==> src/logic/smc_consts.svh <==
// register map, field positions, reset values and settling exponents
`ifndef SMC_CONSTS_SVH
`define SMC_CONSTS_SVH

`define SMC_PWR_CTL_ADDR 32'hfffff800
`define SMC_STAT_ADDR 32'hfffff804
`define SMC_PWR_MODE_ADDR 32'h0ffff820
`define SMC_SETTLE_SEL_ADDR 32'hfffff6c0

`define SMC_PWR_CTL_RST 8'h00
`define SMC_PWR_MODE_RST 8'h00
`define SMC_SETTLE_SEL_RST 8'h01

`define SMC_STBY_REQ_BIT 1
`define SMC_INTDIS_BIT 4
`define SMC_PWR_CTL_WMASK 8'h12
`define SMC_STOP_SEL_BIT 0
`define SMC_SUBCLK_DIS_BIT 7
`define SMC_PWR_MODE_WMASK 8'h81
`define SMC_SETTLE_SEL_WMASK 8'h07

`define SMC_SETTLE_EXP_C0 13
`define SMC_SETTLE_EXP_C1 15
`define SMC_SETTLE_EXP_C2 16
`define SMC_CNT_W 22

`endif

==> src/logic/smc_pkg.sv <==
// types shared by the standby mode controller
`include "smc_consts.svh"
package smc_pkg;

  typedef enum logic [2:0] {
    SMC_RUN    = 3'b000,
    SMC_HALT   = 3'b001,
    SMC_IDLE   = 3'b010,
    SMC_STOP   = 3'b011,
    SMC_SETTLE = 3'b100
  } smc_state_t;

  typedef struct packed {
    smc_state_t state;
    logic stby_req;
    logic int_wake_dis;
    logic [7:0] pwr_mode;
    logic [7:0] settle_sel;
    logic settle_go;
    logic cpu_clk_en;
    logic periph_clk_en;
    logic main_osc_en;
    logic subclk_osc_en;
    logic pready;
    logic pslverr;
    logic [31:0] prdata;
  } smc_main_t;

  typedef struct packed {
    logic busy;
    logic done;
    logic [`SMC_CNT_W-1:0] cnt;
    logic [`SMC_CNT_W-1:0] limit;
  } smc_tmr_t;

endpackage

==> src/logic/smc_wake_filter.sv <==
// sorts interrupt requests into halt and standby release conditions
`timescale 1ns/1ps
`default_nettype none
module smc_wake_filter
  import smc_pkg::*;
(
  // requests from the interrupt controller
  input wire logic nmi_req,
  input wire logic int_req,
  // standby release masking
  input wire logic int_wake_dis,
  // release conditions
  output logic halt_wake,
  output logic standby_wake
);

  // halt always ends on an unmasked request, whatever the standby masking says
  always_comb begin
    halt_wake = nmi_req | int_req;
    standby_wake = nmi_req | (int_req & ~int_wake_dis);
  end

endmodule
`default_nettype wire

==> src/logic/smc_settle_timer.sv <==
// oscillator settling counter, counts only while the oscillator runs
`timescale 1ns/1ps
`default_nettype none
module smc_settle_timer
  import smc_pkg::*;
#(
  parameter int unsigned EXP_C0 = `SMC_SETTLE_EXP_C0,
  parameter int unsigned EXP_C1 = `SMC_SETTLE_EXP_C1,
  parameter int unsigned EXP_C2 = `SMC_SETTLE_EXP_C2
) (
  // clock and reset
  input wire logic pclk,
  input wire logic presetn,
  // control
  input wire logic start,
  input wire logic [2:0] code,
  input wire logic osc_running,
  // result
  output logic done
);

  smc_tmr_t t_r, t_nxt;

  function automatic logic [`SMC_CNT_W-1:0] settle_len(input logic [2:0] c);
    int unsigned e;
    case (c)
      3'h0: e = EXP_C0;
      3'h1: e = EXP_C1;
      default: e = EXP_C2 + 32'(c) - 32'd2;
    endcase
    return `SMC_CNT_W'(1) << e;
  endfunction

  always_comb begin
    t_nxt = t_r;
    t_nxt.done = 1'b0;
    if (start) begin
      t_nxt.busy = 1'b1;
      t_nxt.cnt = '0;
      t_nxt.limit = settle_len(code);
    end else if (t_r.busy && osc_running) begin
      if (t_r.cnt == t_r.limit - `SMC_CNT_W'(1)) begin
        t_nxt.busy = 1'b0;
        t_nxt.done = 1'b1;
      end else begin
        t_nxt.cnt = t_r.cnt + `SMC_CNT_W'(1);
      end
    end
  end

  always_ff @(posedge pclk or negedge presetn) begin
    if (!presetn) begin
      t_r <= '0;
    end else begin
      t_r <= t_nxt;
    end
  end

  assign done = t_r.done;
endmodule
`default_nettype wire

==> src/logic/smc_standby_ctrl.sv <==
// standby mode controller: apb registers, run/halt/idle/stop sequencing
`timescale 1ns/1ps
`default_nettype none
module smc_standby_ctrl
  import smc_pkg::*;
#(
  parameter int unsigned SETTLE_EXP_C0 = `SMC_SETTLE_EXP_C0,
  parameter int unsigned SETTLE_EXP_C1 = `SMC_SETTLE_EXP_C1,
  parameter int unsigned SETTLE_EXP_C2 = `SMC_SETTLE_EXP_C2
) (
  // clock and reset
  input wire logic pclk,
  input wire logic presetn,
  // apb slave
  input wire logic psel,
  input wire logic penable,
  input wire logic pwrite,
  input wire logic [31:0] paddr,
  input wire logic [31:0] pwdata,
  input wire logic [3:0] pstrb,
  output logic [31:0] prdata,
  output logic pready,
  output logic pslverr,
  // cpu core
  input wire logic halt_instr,
  input wire logic nmi_req,
  input wire logic int_req,
  // oscillators
  input wire logic osc_running,
  output logic main_osc_en,
  output logic subclk_osc_en,
  // clock gates
  output logic cpu_clk_en,
  output logic periph_clk_en,
  // status
  output logic [2:0] mode
);

  smc_main_t s_r, s_nxt;
  logic halt_wake;
  logic standby_wake;
  logic settle_done;

  smc_wake_filter u_wake (
    .nmi_req(nmi_req),
    .int_req(int_req),
    .int_wake_dis(s_r.int_wake_dis),
    .halt_wake(halt_wake),
    .standby_wake(standby_wake)
  );

  smc_settle_timer #(
    .EXP_C0(SETTLE_EXP_C0),
    .EXP_C1(SETTLE_EXP_C1),
    .EXP_C2(SETTLE_EXP_C2)
  ) u_settle (
    .pclk(pclk),
    .presetn(presetn),
    .start(s_r.settle_go),
    .code(s_r.settle_sel[2:0]),
    .osc_running(osc_running),
    .done(settle_done)
  );

  // 0 control, 1 mode, 2 settle select, 3 status; valid flag in bit 2
  function automatic logic [2:0] reg_decode(input logic [31:0] a);
    case (a)
      `SMC_PWR_CTL_ADDR: return 3'h4;
      `SMC_PWR_MODE_ADDR: return 3'h5;
      `SMC_SETTLE_SEL_ADDR: return 3'h6;
      `SMC_STAT_ADDR: return 3'h7;
      default: return 3'h0;
    endcase
  endfunction

  logic [2:0] sel;
  logic xfer;
  logic wr_ok;
  logic [7:0] ctl_view;

  always_comb begin
    s_nxt = s_r;
    s_nxt.settle_go = 1'b0;
    sel = reg_decode(paddr);
    ctl_view = 8'h00;
    ctl_view[`SMC_STBY_REQ_BIT] = s_r.stby_req;
    ctl_view[`SMC_INTDIS_BIT] = s_r.int_wake_dis;
    // one wait state: pready rises in the second access cycle
    s_nxt.pready = psel && penable && !s_r.pready;
    s_nxt.pslverr = 1'b0;
    s_nxt.prdata = 32'h0;
    if (psel && penable && !s_r.pready) begin
      s_nxt.pslverr = !sel[2];
      if (!pwrite) begin
        case (sel)
          3'h4: s_nxt.prdata = {24'h0, ctl_view};
          3'h5: s_nxt.prdata = {24'h0, s_r.pwr_mode};
          3'h6: s_nxt.prdata = {24'h0, s_r.settle_sel};
          3'h7: s_nxt.prdata = {29'h0, s_r.state};
          default: s_nxt.prdata = 32'h0;
        endcase
      end
    end
    xfer = psel && penable && s_r.pready;
    // bit-unit access arrives as a byte read-modify-write from the cpu
    wr_ok = xfer && pwrite && !s_r.pslverr && pstrb[0];
    if (wr_ok) begin
      case (sel)
        3'h4: begin
          s_nxt.stby_req = pwdata[`SMC_STBY_REQ_BIT];
          s_nxt.int_wake_dis = pwdata[`SMC_INTDIS_BIT];
        end
        // unused bits are held at zero so a careless write cannot leave junk
        3'h5: s_nxt.pwr_mode = pwdata[7:0] & `SMC_PWR_MODE_WMASK;
        3'h6: s_nxt.settle_sel = pwdata[7:0] & `SMC_SETTLE_SEL_WMASK;
        default: s_nxt.pwr_mode = s_r.pwr_mode;
      endcase
    end

    case (s_r.state)
      SMC_RUN: begin
        // mode register is sampled here, after software has already written it
        if (s_r.stby_req) begin
          s_nxt.state = s_r.pwr_mode[`SMC_STOP_SEL_BIT] ? SMC_STOP : SMC_IDLE;
        end else if (halt_instr) begin
          s_nxt.state = SMC_HALT;
        end
      end
      SMC_HALT: begin
        // a request already pending makes this a single cycle stay
        if (halt_wake) begin
          s_nxt.state = SMC_RUN;
        end
      end
      SMC_IDLE: begin
        if (standby_wake) begin
          s_nxt.state = SMC_RUN;
          s_nxt.stby_req = 1'b0;
        end
      end
      SMC_STOP: begin
        if (standby_wake) begin
          s_nxt.state = SMC_SETTLE;
          s_nxt.settle_go = 1'b1;
        end
      end
      SMC_SETTLE: begin
        if (settle_done) begin
          s_nxt.state = SMC_RUN;
          s_nxt.stby_req = 1'b0;
        end
      end
      default: s_nxt.state = SMC_RUN;
    endcase

    // gates follow the next state so outputs stay pure flip-flops
    s_nxt.cpu_clk_en = (s_nxt.state == SMC_RUN);
    s_nxt.periph_clk_en = (s_nxt.state == SMC_RUN) || (s_nxt.state == SMC_HALT);
    s_nxt.main_osc_en = (s_nxt.state != SMC_STOP);
    s_nxt.subclk_osc_en = !s_nxt.pwr_mode[`SMC_SUBCLK_DIS_BIT];
  end

  // reset starts in settle with code 001 already loaded
  always_ff @(posedge pclk or negedge presetn) begin
    if (!presetn) begin
      s_r.state <= SMC_SETTLE;
      s_r.stby_req <= 1'b0;
      s_r.int_wake_dis <= 1'b0;
      s_r.pwr_mode <= `SMC_PWR_MODE_RST;
      s_r.settle_sel <= `SMC_SETTLE_SEL_RST;
      s_r.settle_go <= 1'b1;
      s_r.cpu_clk_en <= 1'b0;
      s_r.periph_clk_en <= 1'b0;
      s_r.main_osc_en <= 1'b1;
      s_r.subclk_osc_en <= 1'b1;
      s_r.pready <= 1'b0;
      s_r.pslverr <= 1'b0;
      s_r.prdata <= 32'h0;
    end else begin
      s_r <= s_nxt;
    end
  end

  assign prdata = s_r.prdata;
  assign pready = s_r.pready;
  assign pslverr = s_r.pslverr;
  assign cpu_clk_en = s_r.cpu_clk_en;
  assign periph_clk_en = s_r.periph_clk_en;
  assign main_osc_en = s_r.main_osc_en;
  assign subclk_osc_en = s_r.subclk_osc_en;
  assign mode = s_r.state;
endmodule
`default_nettype wire

==> config.mk <==
export PLATFORM = sky130hd
export DESIGN_NAME = smc_standby_ctrl
export DESIGN_NICKNAME = d
export VERILOG_FILES = /design/src/logic/smc_pkg.sv /design/src/logic/smc_wake_filter.sv /design/src/logic/smc_settle_timer.sv /design/src/logic/smc_standby_ctrl.sv
export VERILOG_INCLUDE_DIRS = /design/src /design/src/logic
export SDC_FILE = /design/constraint.sdc
export NUM_CORES = 1
export LEC_CHECK = 0
export BUFFER_PORTS_ARGS = -buffer_cell sky130_fd_sc_hd__buf_2
export CAP_MARGIN = 30
export CORE_MARGIN = 1.5
export CORE_UTILIZATION = 45
export DETAILED_ROUTE_END_ITERATION = 10
export GPL_ROUTABILITY_DRIVEN = 0
export PLACE_DENSITY_LB_ADDON = 0.12
export SETUP_SLACK_MARGIN = 0.05
export SLEW_MARGIN = 20
export SYNTH_ARGS = -nofsm -noshare
export SYNTH_HDL_FRONTEND = slang
export SYNTH_SLANG_ARGS = --single-unit
==> constraint.sdc <==
create_clock -name pclk -period 3.8 [get_ports pclk]
set_input_delay 0.95 -clock pclk [delete_from_list [all_inputs] [get_ports pclk]]
set_output_delay 0.95 -clock pclk [all_outputs]
set_load 0.01 [all_outputs]
**After elaboration in Yosys (flattened, before gate mapping)**

Index checks and enable logic that the tools add are counted.

- Register bits after elaboration: 95
- Output and inout port bits: 41
- Word-level logic and storage cells: 93

- $add $sub $neg: 4
- Equality and inequality tests: 17
- Shift operators: 1
- Muxes and demuxes: 27
- Bitwise operators: 4
- Reduce and logical (&&, ||, !) cells: 22

Operators by type and width:

| operator | count |
|---|---|
| $eq 32x32->1 const B | 3 |
| $pmux 32 s2 | 1 |
| $mux 22 | 2 |
| $mux 33 | 1 |
| $eq 32x28->1 const B | 1 |
| $mux 32 | 1 |
| $pmux 8 s4 | 1 |
| $shl 1x32->22 const A | 1 |
| $sub 32x2->32 const B | 1 |
| $mux 24 | 1 |
| $add 22x1->22 const B | 1 |
| $eq 22x22->1 | 1 |
| $sub 22x1->22 const B | 1 |
| $mux 18 | 1 |
| $mux 8 | 2 |
| $eq 3x3->1 const B | 5 |
| $mux 3 | 5 |
| $pmux 3 s5 | 1 |
| $pmux 3 s4 | 1 |
| $reduce_and 2->1 | 5 |
| $eq 3x1->1 const B | 3 |
| $logic_not 3->1 | 3 |
| $mux 4 | 2 |
| $logic_and 1x1->1 | 7 |
| other kinds (13) | 24 |

**Longest topological paths before layout**

Gate-level depths: netlist (run 1).

- Depth after elaboration: 10
- Mapped depth: 12

**Hierarchy**

Synthesis (run 1) repeated with hierarchy kept, for this count alone.

- Cell total of the unflattened synthesis: 487
- Area total of the unflattened synthesis: 4451.8 sq um

By module, submodules not included:

| module | instances | cells each | area an instance (sq um) |
|---|---|---|---|
| smc_settle_timer | 1 | 342 | 3009.1 |
| smc_standby_ctrl | 1 | 142 | 1425.1 |
| smc_wake_filter | 1 | 3 | 17.5 |

**Worst setup path before layout (run 1)**

No wires, ideal clock.

- Path kind: input port to flip-flop
- Start: input paddr[3]
- End: register ctl_view[4] (netlist name)
- Library setup time: 0.125 ns
- Data arrival time: 3.219 ns
- Data required time: 3.675 ns
- Path slack: 0.456 ns
- Stages: 6
- Path buffers: 0
- Path through: or4b_2 > nor3_1 > nand3_1 > or4_1 > nor3_1 > mux2_2

- Word-level cells in the longest chain between the ends: 4
- Elaborated cells on any way between the ends: 7
- Those cells by class: 5 x eq/ne; 1 x mux; 1 x reduce/logical

RTL lines:

| element | RTL line | text |
|---|---|---|
| from (decl) | smc_standby_ctrl.sv:18 | `input wire logic [31:0] paddr,` |
| $eq 32x32->1 / $eq 32x28->1 (equally long branches) | smc_standby_ctrl.sv:67 | `case (a)` |
| $pmux 3 s4 * | smc_standby_ctrl.sv:67 |  |
| $eq 3x3->1 * | smc_standby_ctrl.sv:108 | `case (sel)` |
| $reduce_and 2->1 (no source line) * | n/a |  |

Every way passes the cells marked *; elsewhere a longest branch is shown, timed or not.
A chain may end at the register's enable or synchronous reset.

**Final worst setup path (run 1)**

- Start: register u_settle.t_r[0] in the netlist's numbering
- End: register u_settle.t_r[40] in the netlist's numbering

- Word-level cells in the longest chain between the ends: 4

RTL lines:

| element | RTL line | text |
|---|---|---|
| from (decl) | smc_settle_timer.sv:22 | `smc_tmr_t t_r, t_nxt;` |
| from (signal assigned) | smc_settle_timer.sv:55 | `t_r <= t_nxt;` |
| $sub 22x1->22 | smc_settle_timer.sv:42 | `` if (t_r.cnt == t_r.limit - `SMC_CNT_W'(1)) begin `` |
| $eq 22x22->1 | smc_settle_timer.sv:42 |  |
| $ne 2x2->1 (no source line) | n/a |  |
| $reduce_and 2->1 (no source line) | n/a |  |

No other way between the ends.

==> results.json, run 1 <==
{
  "finalInstanceArea_um2": 4530,
  "layout_common_cells": "63 x dfrtp_1, 60 x buf_2, 27 x conb_1, 24 x nor2_1, 24 x a21oi_1",
  "criticalPathCategory": "reg2reg",
  "reg2reg_slack_ns": 0.49,
  "vias": 3320,
  "grt_first_pass_wirelength_mm": 14.8,
  "grt_usage": 0.190,
  "cp_max_fo": 42,
  "hold_depth": 1,
  "root_buffer": "clkbuf_8",
  "multiInputGateArea_um2": 2090,
  "min_period_over_period": 0.870,
  "antenna_found_initial": 0,
  "ys_warn_count": 0,
  "ant_nets": 0,
  "portBuffers": 60,
  "final_cells": 601,
  "cp_num_buf_inv": 2,
  "path_delay_family": "simple AND/OR/NAND/NOR gates",
  "drive_gt1_frac": 0.199,
  "drt-pass1-iter-count": 4,
  "max_freq_mhz": 303,
  "avgSynthCellArea_um2": 9.40,
  "rr_startpoint": "u_settle.t_r[0]$_DFFE_PN0P_",
  "arrival_ns": 3.57,
  "syn-instance-count": 435,
  "ys_seq_elements": 68,
  "avgRoutedWirePerCell_um": 14.9,
  "hold_end": "subclk_osc_en$_DFF_PN1_",
  "start_util": 0.466,
  "pwr_density_cell_nw_per_um2": 376,
  "area_delta_synth_final_pct": 10.7,
  "grt_max_degree": 69,
  "cpPeakStageDelay_ns": 0.55,
  "finalCriticalPeriod_ns": 3.31,
  "r2r_end": "u_settle.t_r[40]$_DFFE_PN0P_",
  "status": "finished, final reports clean",
  "slowest_stage": "or4b_1",
  "drc_errors": 0,
  "final_common_cell": "dfrtp_1",
  "fin_skew_ns": 0.00640,
  "peakVddDrop_mv": 0.177,
  "holdBufCountCts": 0,
  "power.leakage_nw": 2.04,
  "syn_area_um2": 4090,
  "post_cts_buffers": 0,
  "worst-r2r-cell-count": 11,
  "maxCapViolations": 0,
  "setup_viol": 0,
  "relSlewSlack": 0.430,
  "drv_slew": 0,
  "grt_pass1_vias": 3102,
  "crit_path_start_kind": "flop",
  "hold_class": "reg2reg",
  "seqCellArea_um2": 1710,
  "drt_iter0_markers": 153,
  "tightest_slew_ns": 0.855,
  "worstHoldStart": "s_r[54]$_DFF_PN0_",
  "post-synth-top-area-cell": "dfrtp_1",
  "path_clk_slew_ns": 0.08,
  "drt-total-wl_mm": 8.93,
  "yosysSeqAreaShare": 0.418,
  "final_hold_viol_count": 0,
  "cts_num_sinks": 68,
  "rsz0062_at_grt": "no",
  "synth.area.top_cells": "dfrtp_1 39%, buf_4 7.0%, dfstp_2 3.2%",
  "synthFlopType": "dfrtp_1",
  "end_kind": "flop",
  "synth-edff-count": 0,
  "cts_tree": "built",
  "nets": 568,
  "n_antenna_cell": 0,
  "htree_levels": 3,
  "cts_resized": 0,
  "dp.cells": 585,
  "clk_latency_ns": 0.34,
  "crit_chain": "inv_1, ha_1, or4b_1, nor4_1, a311oi_1, and4b_1, o2111ai_1, o21ai_2, buf_4, or4_1, a21oi_1",
  "hpwl_mm": 6.40,
  "cts_buffer_depth": 2,
  "die_h_um": 98.3,
  "io_pins": 118,
  "placed_cell_area_um2": 4310,
  "die_w_um": 98.3,
  "async_flop_share": 1.00,
  "nFillCells": 814,
  "synthDistinctLibCells": 58,
  "netlist.area_leader.share": 0.386,
  "gr-total-overflow": 0,
  "cts_buffers": 9,
  "finalSetupTns_ns": 0,
  "row_count": 34,
  "dieArea_um2": 9660,
  "required_ns": 4.06,
  "viasPerCell": 5.52,
  "core_um2": 8760
}
==> through the flow <==
step | worst slack, ns | utilization | hold WS [ns] | total power, mW
5_1_grt | 0.233 | 0.516 | 0.518 | 1.79
3_3_place_gp | 0.260 | 0.492 | 0.421 | 1.05
2_1_floorplan | 0.456 | - | 0.398 | 1.00
6_report | 0.495 | 0.516 | 0.454 | 1.70
3_5_place_dp | 0.225 | 0.492 | 0.436 | 1.06
4_1_cts | 0.521 | 0.516 | 0.463 | 1.72
==> synth_stat cells (all sizes together) (2+ instances only) <==
| master | count |
|---|---|
| nor4 | 11 |
| mux2 | 6 |
| mux2i | 5 |
| o21ai | 19 |
| nand2 | 20 |
| nor3b | 2 |
| a31oi | 3 |
| nand4 | 14 |
| o2bb2ai | 10 |
| nand3b | 5 |
| inv | 14 |
| clkbuf | 6 |
| buf | 41 |
| dfrtp | 63 |
| o2111ai | 2 |
| and3 | 7 |
| o31a | 2 |
| nor4b | 4 |
| or2 | 3 |
| o211ai | 3 |
| or3 | 18 |
| nand2b | 6 |
| nor2 | 24 |
| nor3 | 13 |
| nand3 | 17 |
| or4b | 2 |
| xor2 | 12 |
| a22oi | 3 |
| or4 | 14 |
| o31ai | 9 |
| nor2b | 17 |
| and2 | 2 |
| dfstp | 5 |
| ha | 3 |
| xnor2 | 12 |
| a21oi | 24 |
==> cells by family after synthesis <==
kind of cell	Yosys count	synth area share
simple gates	183	0.264
compound gates	83	0.133
flops	68	0.418
buf+inv	62	0.0955
xor+xnor	24	0.0514
mux	11	0.0288
fa+ha+maj	3	0.00918
other cells	1	0.000917
==> where the power goes <==
part / internal (mW) / switching (mW)
Sequential: 0.767 / 0.0675
Combinational: 0.0940 / 0.116
Clock: 0.370 / 0.287
==> worst reg2reg max path, delay by kind of cell (launching register included) <==
family	cells	cell delay [ns]
buffers and inverters	2	0.35
flip-flops	1	0.42
adder cells (fa/ha/maj)	1	0.22
AO/OA/AOI/OAI	4	0.56
AND/OR/NAND/NOR	4	1.68
==> how the worst max path moves through the flow <==
stage	from	end	slack, ns	depth (start not counted)
after CTS	u_settle.t_r[0]$_DFFE_PN0P_	u_settle.t_r[23]$_DFFE_PN0P_	0.52	11
final	u_settle.t_r[0]$_DFFE_PN0P_	u_settle.t_r[40]$_DFFE_PN0P_	0.49	11
after detailed placement	paddr[3]	ctl_view[4]$_DFFE_PN0P_	0.22	7
after global routing	u_settle.t_r[0]$_DFFE_PN0P_	u_settle.t_r[29]$_DFFE_PN0P_	0.23	11
after global placement	paddr[3]	ctl_view[4]$_DFFE_PN0P_	0.26	7
after floorplan	paddr[3]	ctl_view[4]$_DFFE_PN0P_	0.46	6
==> flip-flops by register name, summed over array words and instances, names as in the netlist, 2 cells and up <==
name / flops
prdata: 5
mode: 3
s_r: 6
u_settle.t_r: 45
ctl_view: 2
==> layout make-up <==
type                            count  area share
Inverter                           15      0.0124
Sequential cell                    68       0.377
Tap cell                          108      0.0299
Timing Repair Buffer               63      0.0713
Clock inverter                      6      0.0196
Multi-Input combinational cell    331       0.461
Clock buffer                       10      0.0282
==> layer usage <==
metal	vias to the layer above	part of all wire	track usage
met2	63	0.46	0.295
met4	0	0.014	0.0715
met5	-	0	0
met1	1597	0.49	0.270
li1	1648	-	-
met3	12	0.038	0.0286
Note: power is estimated with default switching activity, not from simulation.
==> inputs of run 2 (changes only) <==
--- a/config.mk
+++ b/config.mk
@@ -6,11 +6,11 @@
 export SDC_FILE = /design/constraint.sdc
 export NUM_CORES = 1
 export LEC_CHECK = 0
-export BUFFER_PORTS_ARGS = -buffer_cell sky130_fd_sc_hd__buf_2
 export CAP_MARGIN = 30
 export CORE_MARGIN = 1.5
 export CORE_UTILIZATION = 45
 export DETAILED_ROUTE_END_ITERATION = 10
+export DONT_BUFFER_PORTS = 1
 export GPL_ROUTABILITY_DRIVEN = 0
 export PLACE_DENSITY_LB_ADDON = 0.12
 export SETUP_SLACK_MARGIN = 0.05
==> constraint.sdc (replaced) <==
create_clock -name pclk -period 2.8 [get_ports pclk]
set_input_delay 0.7 -clock pclk [delete_from_list [all_inputs] [get_ports pclk]]
set_output_delay 0.7 -clock pclk [all_outputs]
set_load 0.01 [all_outputs]
==> run 2 against run 1 <==
The flow now finishes with violations (negative setup slack). Maximum frequency up 8.8%. Clock power up 23%. Flip-flop and latch count unchanged. Critical path type unchanged. Largest cell class unchanged.
==> results.json, run 2 (synthesized netlist as in run 1, its figures left out) <==
{
  "status": "finished with violations",
  "violations": "negative setup slack",
  "ant_nets": 0,
  "power.leakage_nw": 2.12,
  "tightest_slew_ns": 0.587,
  "drv_slew": 0,
  "avgRoutedWirePerCell_um": 16.4,
  "root_buffer": "clkbuf_8",
  "min_period_over_period": 1.09,
  "cts_num_sinks": 68,
  "grt_first_pass_wirelength_mm": 15.2,
  "criticalPathCategory": "reg2reg",
  "antenna_found_initial": 0,
  "drc_errors": 0,
  "clk_latency_ns": 0.35,
  "row_count": 34,
  "largest_register": "u_settle.t_r",
  "gr-total-overflow": 0,
  "vias": 3442,
  "grt_pass1_vias": 3133,
  "end_kind": "flop",
  "internal-power_mw": 1.58,
  "maxCapViolations": 0,
  "pwr-share-seq": 0.512,
  "cts_tree": "built",
  "cpPeakStageDelay_ns": 0.55,
  "cts_buffer_depth": 2,
  "drt_iter0_markers": 204,
  "dieArea_um2": 9660,
  "die_h_um": 98.3,
  "finalInstanceArea_um2": 4880,
  "final_util": 0.557,
  "finalCriticalPeriod_ns": 3.04,
  "htree_levels": 3,
  "largest_reg_flops": 45,
  "slowest_stage": "or4_4",
  "setup_viol": 22,
  "grt_usage": 0.195,
  "required_ns": 3.07,
  "final_common_cell": "dfrtp_1",
  "rsz0062_at_grt": "yes",
  "drive_gt1_frac": 0.257,
  "die_w_um": 98.3,
  "switching_power_uw": 636,
  "top_regs": "u_settle.t_r x45, s_r x6, prdata x5",
  "final.setup.worst_slack_ns": -0.239,
  "viasPerCell": 5.82,
  "combPwrFrac": 0.125,
  "crit_path_start_kind": "flop",
  "n_antenna_cell": 0,
  "drt-pass1-iter-count": 4,
  "final_hold_viol_count": 0,
  "pwr_density_cell_nw_per_um2": 455,
  "arrival_ns": 3.31,
  "hpwl_mm": 6.67,
  "max_freq_mhz": 329,
  "cp_max_fo": 11,
  "hold_class": "in2async",
  "dp.cells": 564,
  "portBuffers": 0,
  "p_total_mw": 2.22,
  "cts_buffers": 9,
  "layout_common_cells": "62 x dfrtp_1, 44 x buf_4, 27 x conb_1, 24 x nor2_1, 20 x nand2_1",
  "area_delta_synth_final_pct": 19.3,
  "start_util": 0.466,
  "grt_max_degree": 69,
  "nets": 558,
  "peakVddDrop_mv": 0.229,
  "placed_cell_area_um2": 4370,
  "drt-total-wl_mm": 9.71,
  "crit_chain": "or4_4, nor4_4, mux2i_1, nor3b_1, o21ai_2, o21ai_4, buf_12, buf_12, or4_4, a21oi_2",
  "core_um2": 8760,
  "holdBufCountCts": 0,
  "fin_skew_ns": 0.00653,
  "io_pins": 118,
  "relSlewSlack": 0.607,
  "swShare": 0.287,
  "path_clk_slew_ns": 0.07,
  "final_cells": 591,
  "clkPwrFrac": 0.363
}
==> run 2: changes by cell type in the layout (fill, tap and decap cells not counted), sizes merged <==
cell / change
buf: -12
clkbuf: +2
bufinv: -1
inv: +1
==> run 2: power by group through the flow <==
stage	registers, mW	logic, mW	clock network [mW]
5_1_grt	1.15	0.308	0.861
3_3_place_gp	1.15	0.235	0
4_1_cts	1.13	0.245	0.824
6_report	1.13	0.277	0.806
3_5_place_dp	1.15	0.240	0
2_1_floorplan	1.13	0.231	0
==> run 2: worst paths after layout <==
path	start	endpoint	slack, ns	cells after the start
min in group pclk	paddr[2]	prdata[4]$_DFF_PN0_	0.41	1
setup / recovery	u_settle.t_r[3]$_DFFE_PN0P_	u_settle.t_r[40]$_DFFE_PN0P_	-0.24	10
setup reg to reg	u_settle.t_r[3]$_DFFE_PN0P_	u_settle.t_r[40]$_DFFE_PN0P_	-0.24	10
hold reg to reg	s_r[54]$_DFF_PN0_	subclk_osc_en$_DFF_PN1_	0.43	1
max in group asynchronous	presetn	s_r[38]$_DFF_PN1_	2.54	0
hold / removal	presetn	u_settle.t_r[23]$_DFFE_PN0P_	0.04	0
==> run 2: area by class of cell <==
| class | count | area, um2 |
|---|---|---|
| fill | 773 | 3890 |
| inverter | 15 | 56.3 |
| tap | 108 | 135 |
| sequential | 68 | 1710 |
| clock inverter | 6 | 63.8 |
| clock buffer | 10 | 128 |
| timing repair buffer | 53 | 477 |
| multi-input combinational | 331 | 2310 |
==> run 2: critical path: cells and delay by family (launching register included) <==
kind / cells / cell delay, ns
simple gates: 4 / 1.58
flops: 1 / 0.42
compound gates: 3 / 0.41
buf+inv: 2 / 0.29
mux: 1 / 0.26
==> run 2: what timing repair did <==
action,4_1_cts,5_1_grt
buffers inserted,3,3
cloned,0,5
pin swaps,1,15
endpoints found under the setup margin,23,24
resized for setup,2,40
==> run 2: per-stage QoR <==
stage               hold WS, ns  setup TNS (ns)  worst slack, ns
floorplan                 0.398        -0.00514         -0.00514
global placement          0.407          -0.785          -0.0959
detailed placement        0.407           -1.51           -0.135
CTS                      0.0288           -2.24           -0.163
global route             0.0240           -6.87           -0.344
finish                   0.0415           -3.45           -0.239
==> run 2: per-layer routing <==
layer / wire length [um] / global-route usage / vias to the layer above
met5: 0 / 0 / -
met4: 139 / 0.0758 / 0
met3: 520 / 0.0336 / 16
met2: 4530 / 0.290 / 108
met1: 4520 / 0.285 / 1685
li1: - / - / 1633
==> inputs of run 3 (changes only) <==
--- a/config.mk
+++ b/config.mk
@@ -8,12 +8,13 @@
 export LEC_CHECK = 0
 export CAP_MARGIN = 30
 export CORE_MARGIN = 1.5
-export CORE_UTILIZATION = 45
+export CORE_UTILIZATION = 58
 export DETAILED_ROUTE_END_ITERATION = 10
 export DONT_BUFFER_PORTS = 1
 export GPL_ROUTABILITY_DRIVEN = 0
 export PLACE_DENSITY_LB_ADDON = 0.12
 export SETUP_SLACK_MARGIN = 0.05
+export SKIP_LAST_GASP = 1
 export SLEW_MARGIN = 20
 export SYNTH_ARGS = -nofsm -noshare
 export SYNTH_HDL_FRONTEND = slang
==> run 3 against run 2 <==
The run still ends with negative setup slack left. Maximum frequency increased by 1.8%. Total power increased by 5.6%. Global-route usage increased by 6.4 points. Die area decreased by 22%. Routed wire length decreased by 5.7%. Clock skew increased by 0.00060 ns. Clock power increased by 19%. Core utilization increased by 13 points. Via count decreased by 2.5%. Final area decreased by 4.1%. Flip-flop and latch count unchanged. Critical path type unchanged.
==> results.json, run 3 (synthesized netlist as in run 1, its figures left out) <==
{
  "status": "finished with violations",
  "violations": "negative setup slack",
  "largest_register": "u_settle.t_r",
  "path_clk_slew_ns": 0.07,
  "placed_cell_area_um2": 4290,
  "layout_common_cells": "63 x dfrtp_1, 37 x buf_4, 27 x conb_1, 24 x nor2_1, 22 x a21oi_1",
  "drt-total-wl_mm": 9.16,
  "largest_reg_flops": 45,
  "reg2reg_slack_ns": -0.18,
  "cts_tree": "built",
  "preCtsSetupSlack_ns": -0.216,
  "start_util": 0.602,
  "drive_gt1_frac": 0.200,
  "cp_max_fo": 21,
  "htree_levels": 3,
  "cpPeakStageDelay_ns": 0.54,
  "rr_startpoint": "u_settle.t_r[4]$_DFFE_PN0P_",
  "viasPerCell": 5.94,
  "maxCapViolations": 0,
  "gr-total-overflow": 0,
  "cts_buffer_depth": 2,
  "final.setup.worst_slack_ns": -0.185,
  "startpoint": "u_settle.t_r[4]$_DFFE_PN0P_",
  "drv_slew": 0,
  "criticalPathCategory": "reg2reg",
  "dieArea_um2": 7560,
  "root_buffer": "clkbuf_8",
  "io_pins": 118,
  "drt_iter0_markers": 277,
  "min_period_over_period": 1.07,
  "fin_skew_ns": 0.00713,
  "tightest_slew_ns": 0.581,
  "peakVddDrop_mv": 0.302,
  "power.leakage_nw": 2.04,
  "vias": 3356,
  "crit_chain": "or4_4, nor4_4, buf_4, xor2_1, o31ai_1, o21ai_2, o21ai_4, buf_12, or4_1, a21oi_1",
  "grt_first_pass_wirelength_mm": 15.2,
  "p_total_mw": 2.34,
  "area_delta_synth_final_pct": 14.5,
  "finalSetupTns_ns": -2.72,
  "core_um2": 6790,
  "cts_buffers": 9,
  "top_regs": "u_settle.t_r x45, s_r x6, prdata x5",
  "avgRoutedWirePerCell_um": 16.2,
  "final_hold_viol_count": 0,
  "cts_num_sinks": 68,
  "finalCriticalPeriod_ns": 2.98,
  "final_common_cell": "dfrtp_1",
  "slowest_stage": "or4_4",
  "worst-r2r-cell-count": 10,
  "n_antenna_cell": 0,
  "holdBufCountCts": 0,
  "row_count": 30,
  "rsz0062_at_grt": "yes",
  "max_freq_mhz": 335,
  "antenna_found_initial": 0,
  "setup_viol": 24,
  "drc_errors": 0,
  "arrival_ns": 3.26,
  "final_cells": 565,
  "final_util": 0.689,
  "hold_class": "in2async",
  "pwr_density_cell_nw_per_um2": 501,
  "nFillCells": 526,
  "nets": 545,
  "r2r_end": "u_settle.t_r[38]$_DFFE_PN0P_",
  "end_kind": "flop",
  "relSlewSlack": 0.609,
  "required_ns": 3.08,
  "hpwl_mm": 6.60,
  "grt_pass1_vias": 3186,
  "die_h_um": 87.0,
  "clk_latency_ns": 0.35,
  "drt-pass1-iter-count": 6,
  "portBuffers": 0,
  "die_w_um": 87.0,
  "crit_path_start_kind": "flop",
  "dp.cells": 544,
  "holdWs_ns": 0.0383,
  "ant_nets": 0,
  "path_delay_family": "simple AND/OR/NAND/NOR gates",
  "grt_max_degree": 69,
  "grt_usage": 0.260,
  "cp_num_buf_inv": 2,
  "finalInstanceArea_um2": 4680
}
run 3: changes by cell type in the layout (fill, tap and decap cells not counted), moves of 4 or more:
cell	previous run	this run
or4_1	5	9
buf_6	5	1
o21ai_0	12	17
or4_4	9	5
buf_4	44	37
a21oi_2	6	2
a21oi_1	18	22
run 3: worst register-to-register path: cells and delay by family, from the launching register on:
kind,cells,cell delay [ns]
xor+xnor,1,0.14
compound gates,4,0.58
flops,1,0.43
simple gates,3,1.43
buf+inv,2,0.34
run 3: worst max-delay path by stage:
stage	end	slack, ns	cells past startpoint
after floorplan	ctl_view[4]$_DFFE_PN0P_	-0.005	6
after global placement	u_settle.t_r[42]$_DFFE_PN0P_	-0.08	11
after detailed placement	u_settle.t_r[23]$_DFFE_PN0P_	-0.22	11
after CTS	u_settle.t_r[32]$_DFFE_PN0P_	-0.22	12
after global routing	u_settle.t_r[23]$_DFFE_PN0P_	-0.27	11
final	u_settle.t_r[38]$_DFFE_PN0P_	-0.18	10
run 3: final cells by class:
class | instances | area, um2 | share of cell area
tap | 96 | 120 | 0.0257
clock buffer | 9 | 124 | 0.0265
timing repair buffer | 40 | 329 | 0.0703
inverter | 15 | 56.3 | 0.0120
clock inverter | 6 | 114 | 0.0243
sequential | 68 | 1710 | 0.365
multi-input combinational | 331 | 2230 | 0.476
run 3: power by group:
| part | switching [mW] | internal, mW | total [mW] |
|---|---|---|---|
| combinational | 0.129 | 0.108 | 0.237 |
| clock | 0.376 | 0.587 | 0.963 |
| sequential | 0.101 | 1.04 | 1.14 |
| total | 0.606 | 1.74 | 2.34 |
run 3: routing by layer:
layer  share of wire  up-vias  track usage
met5               0        -            0
met1            0.46     1627        0.365
met4           0.012        0       0.0880
met2            0.47      117        0.393
li1                -     1596            -
met3           0.054       16       0.0626
run 3: what timing repair did:
action,CTS,global route
gates cloned,1,0
setup endpoints to repair,24,24
resized for setup,11,8
buffers inserted,4,2
pin swaps,12,10
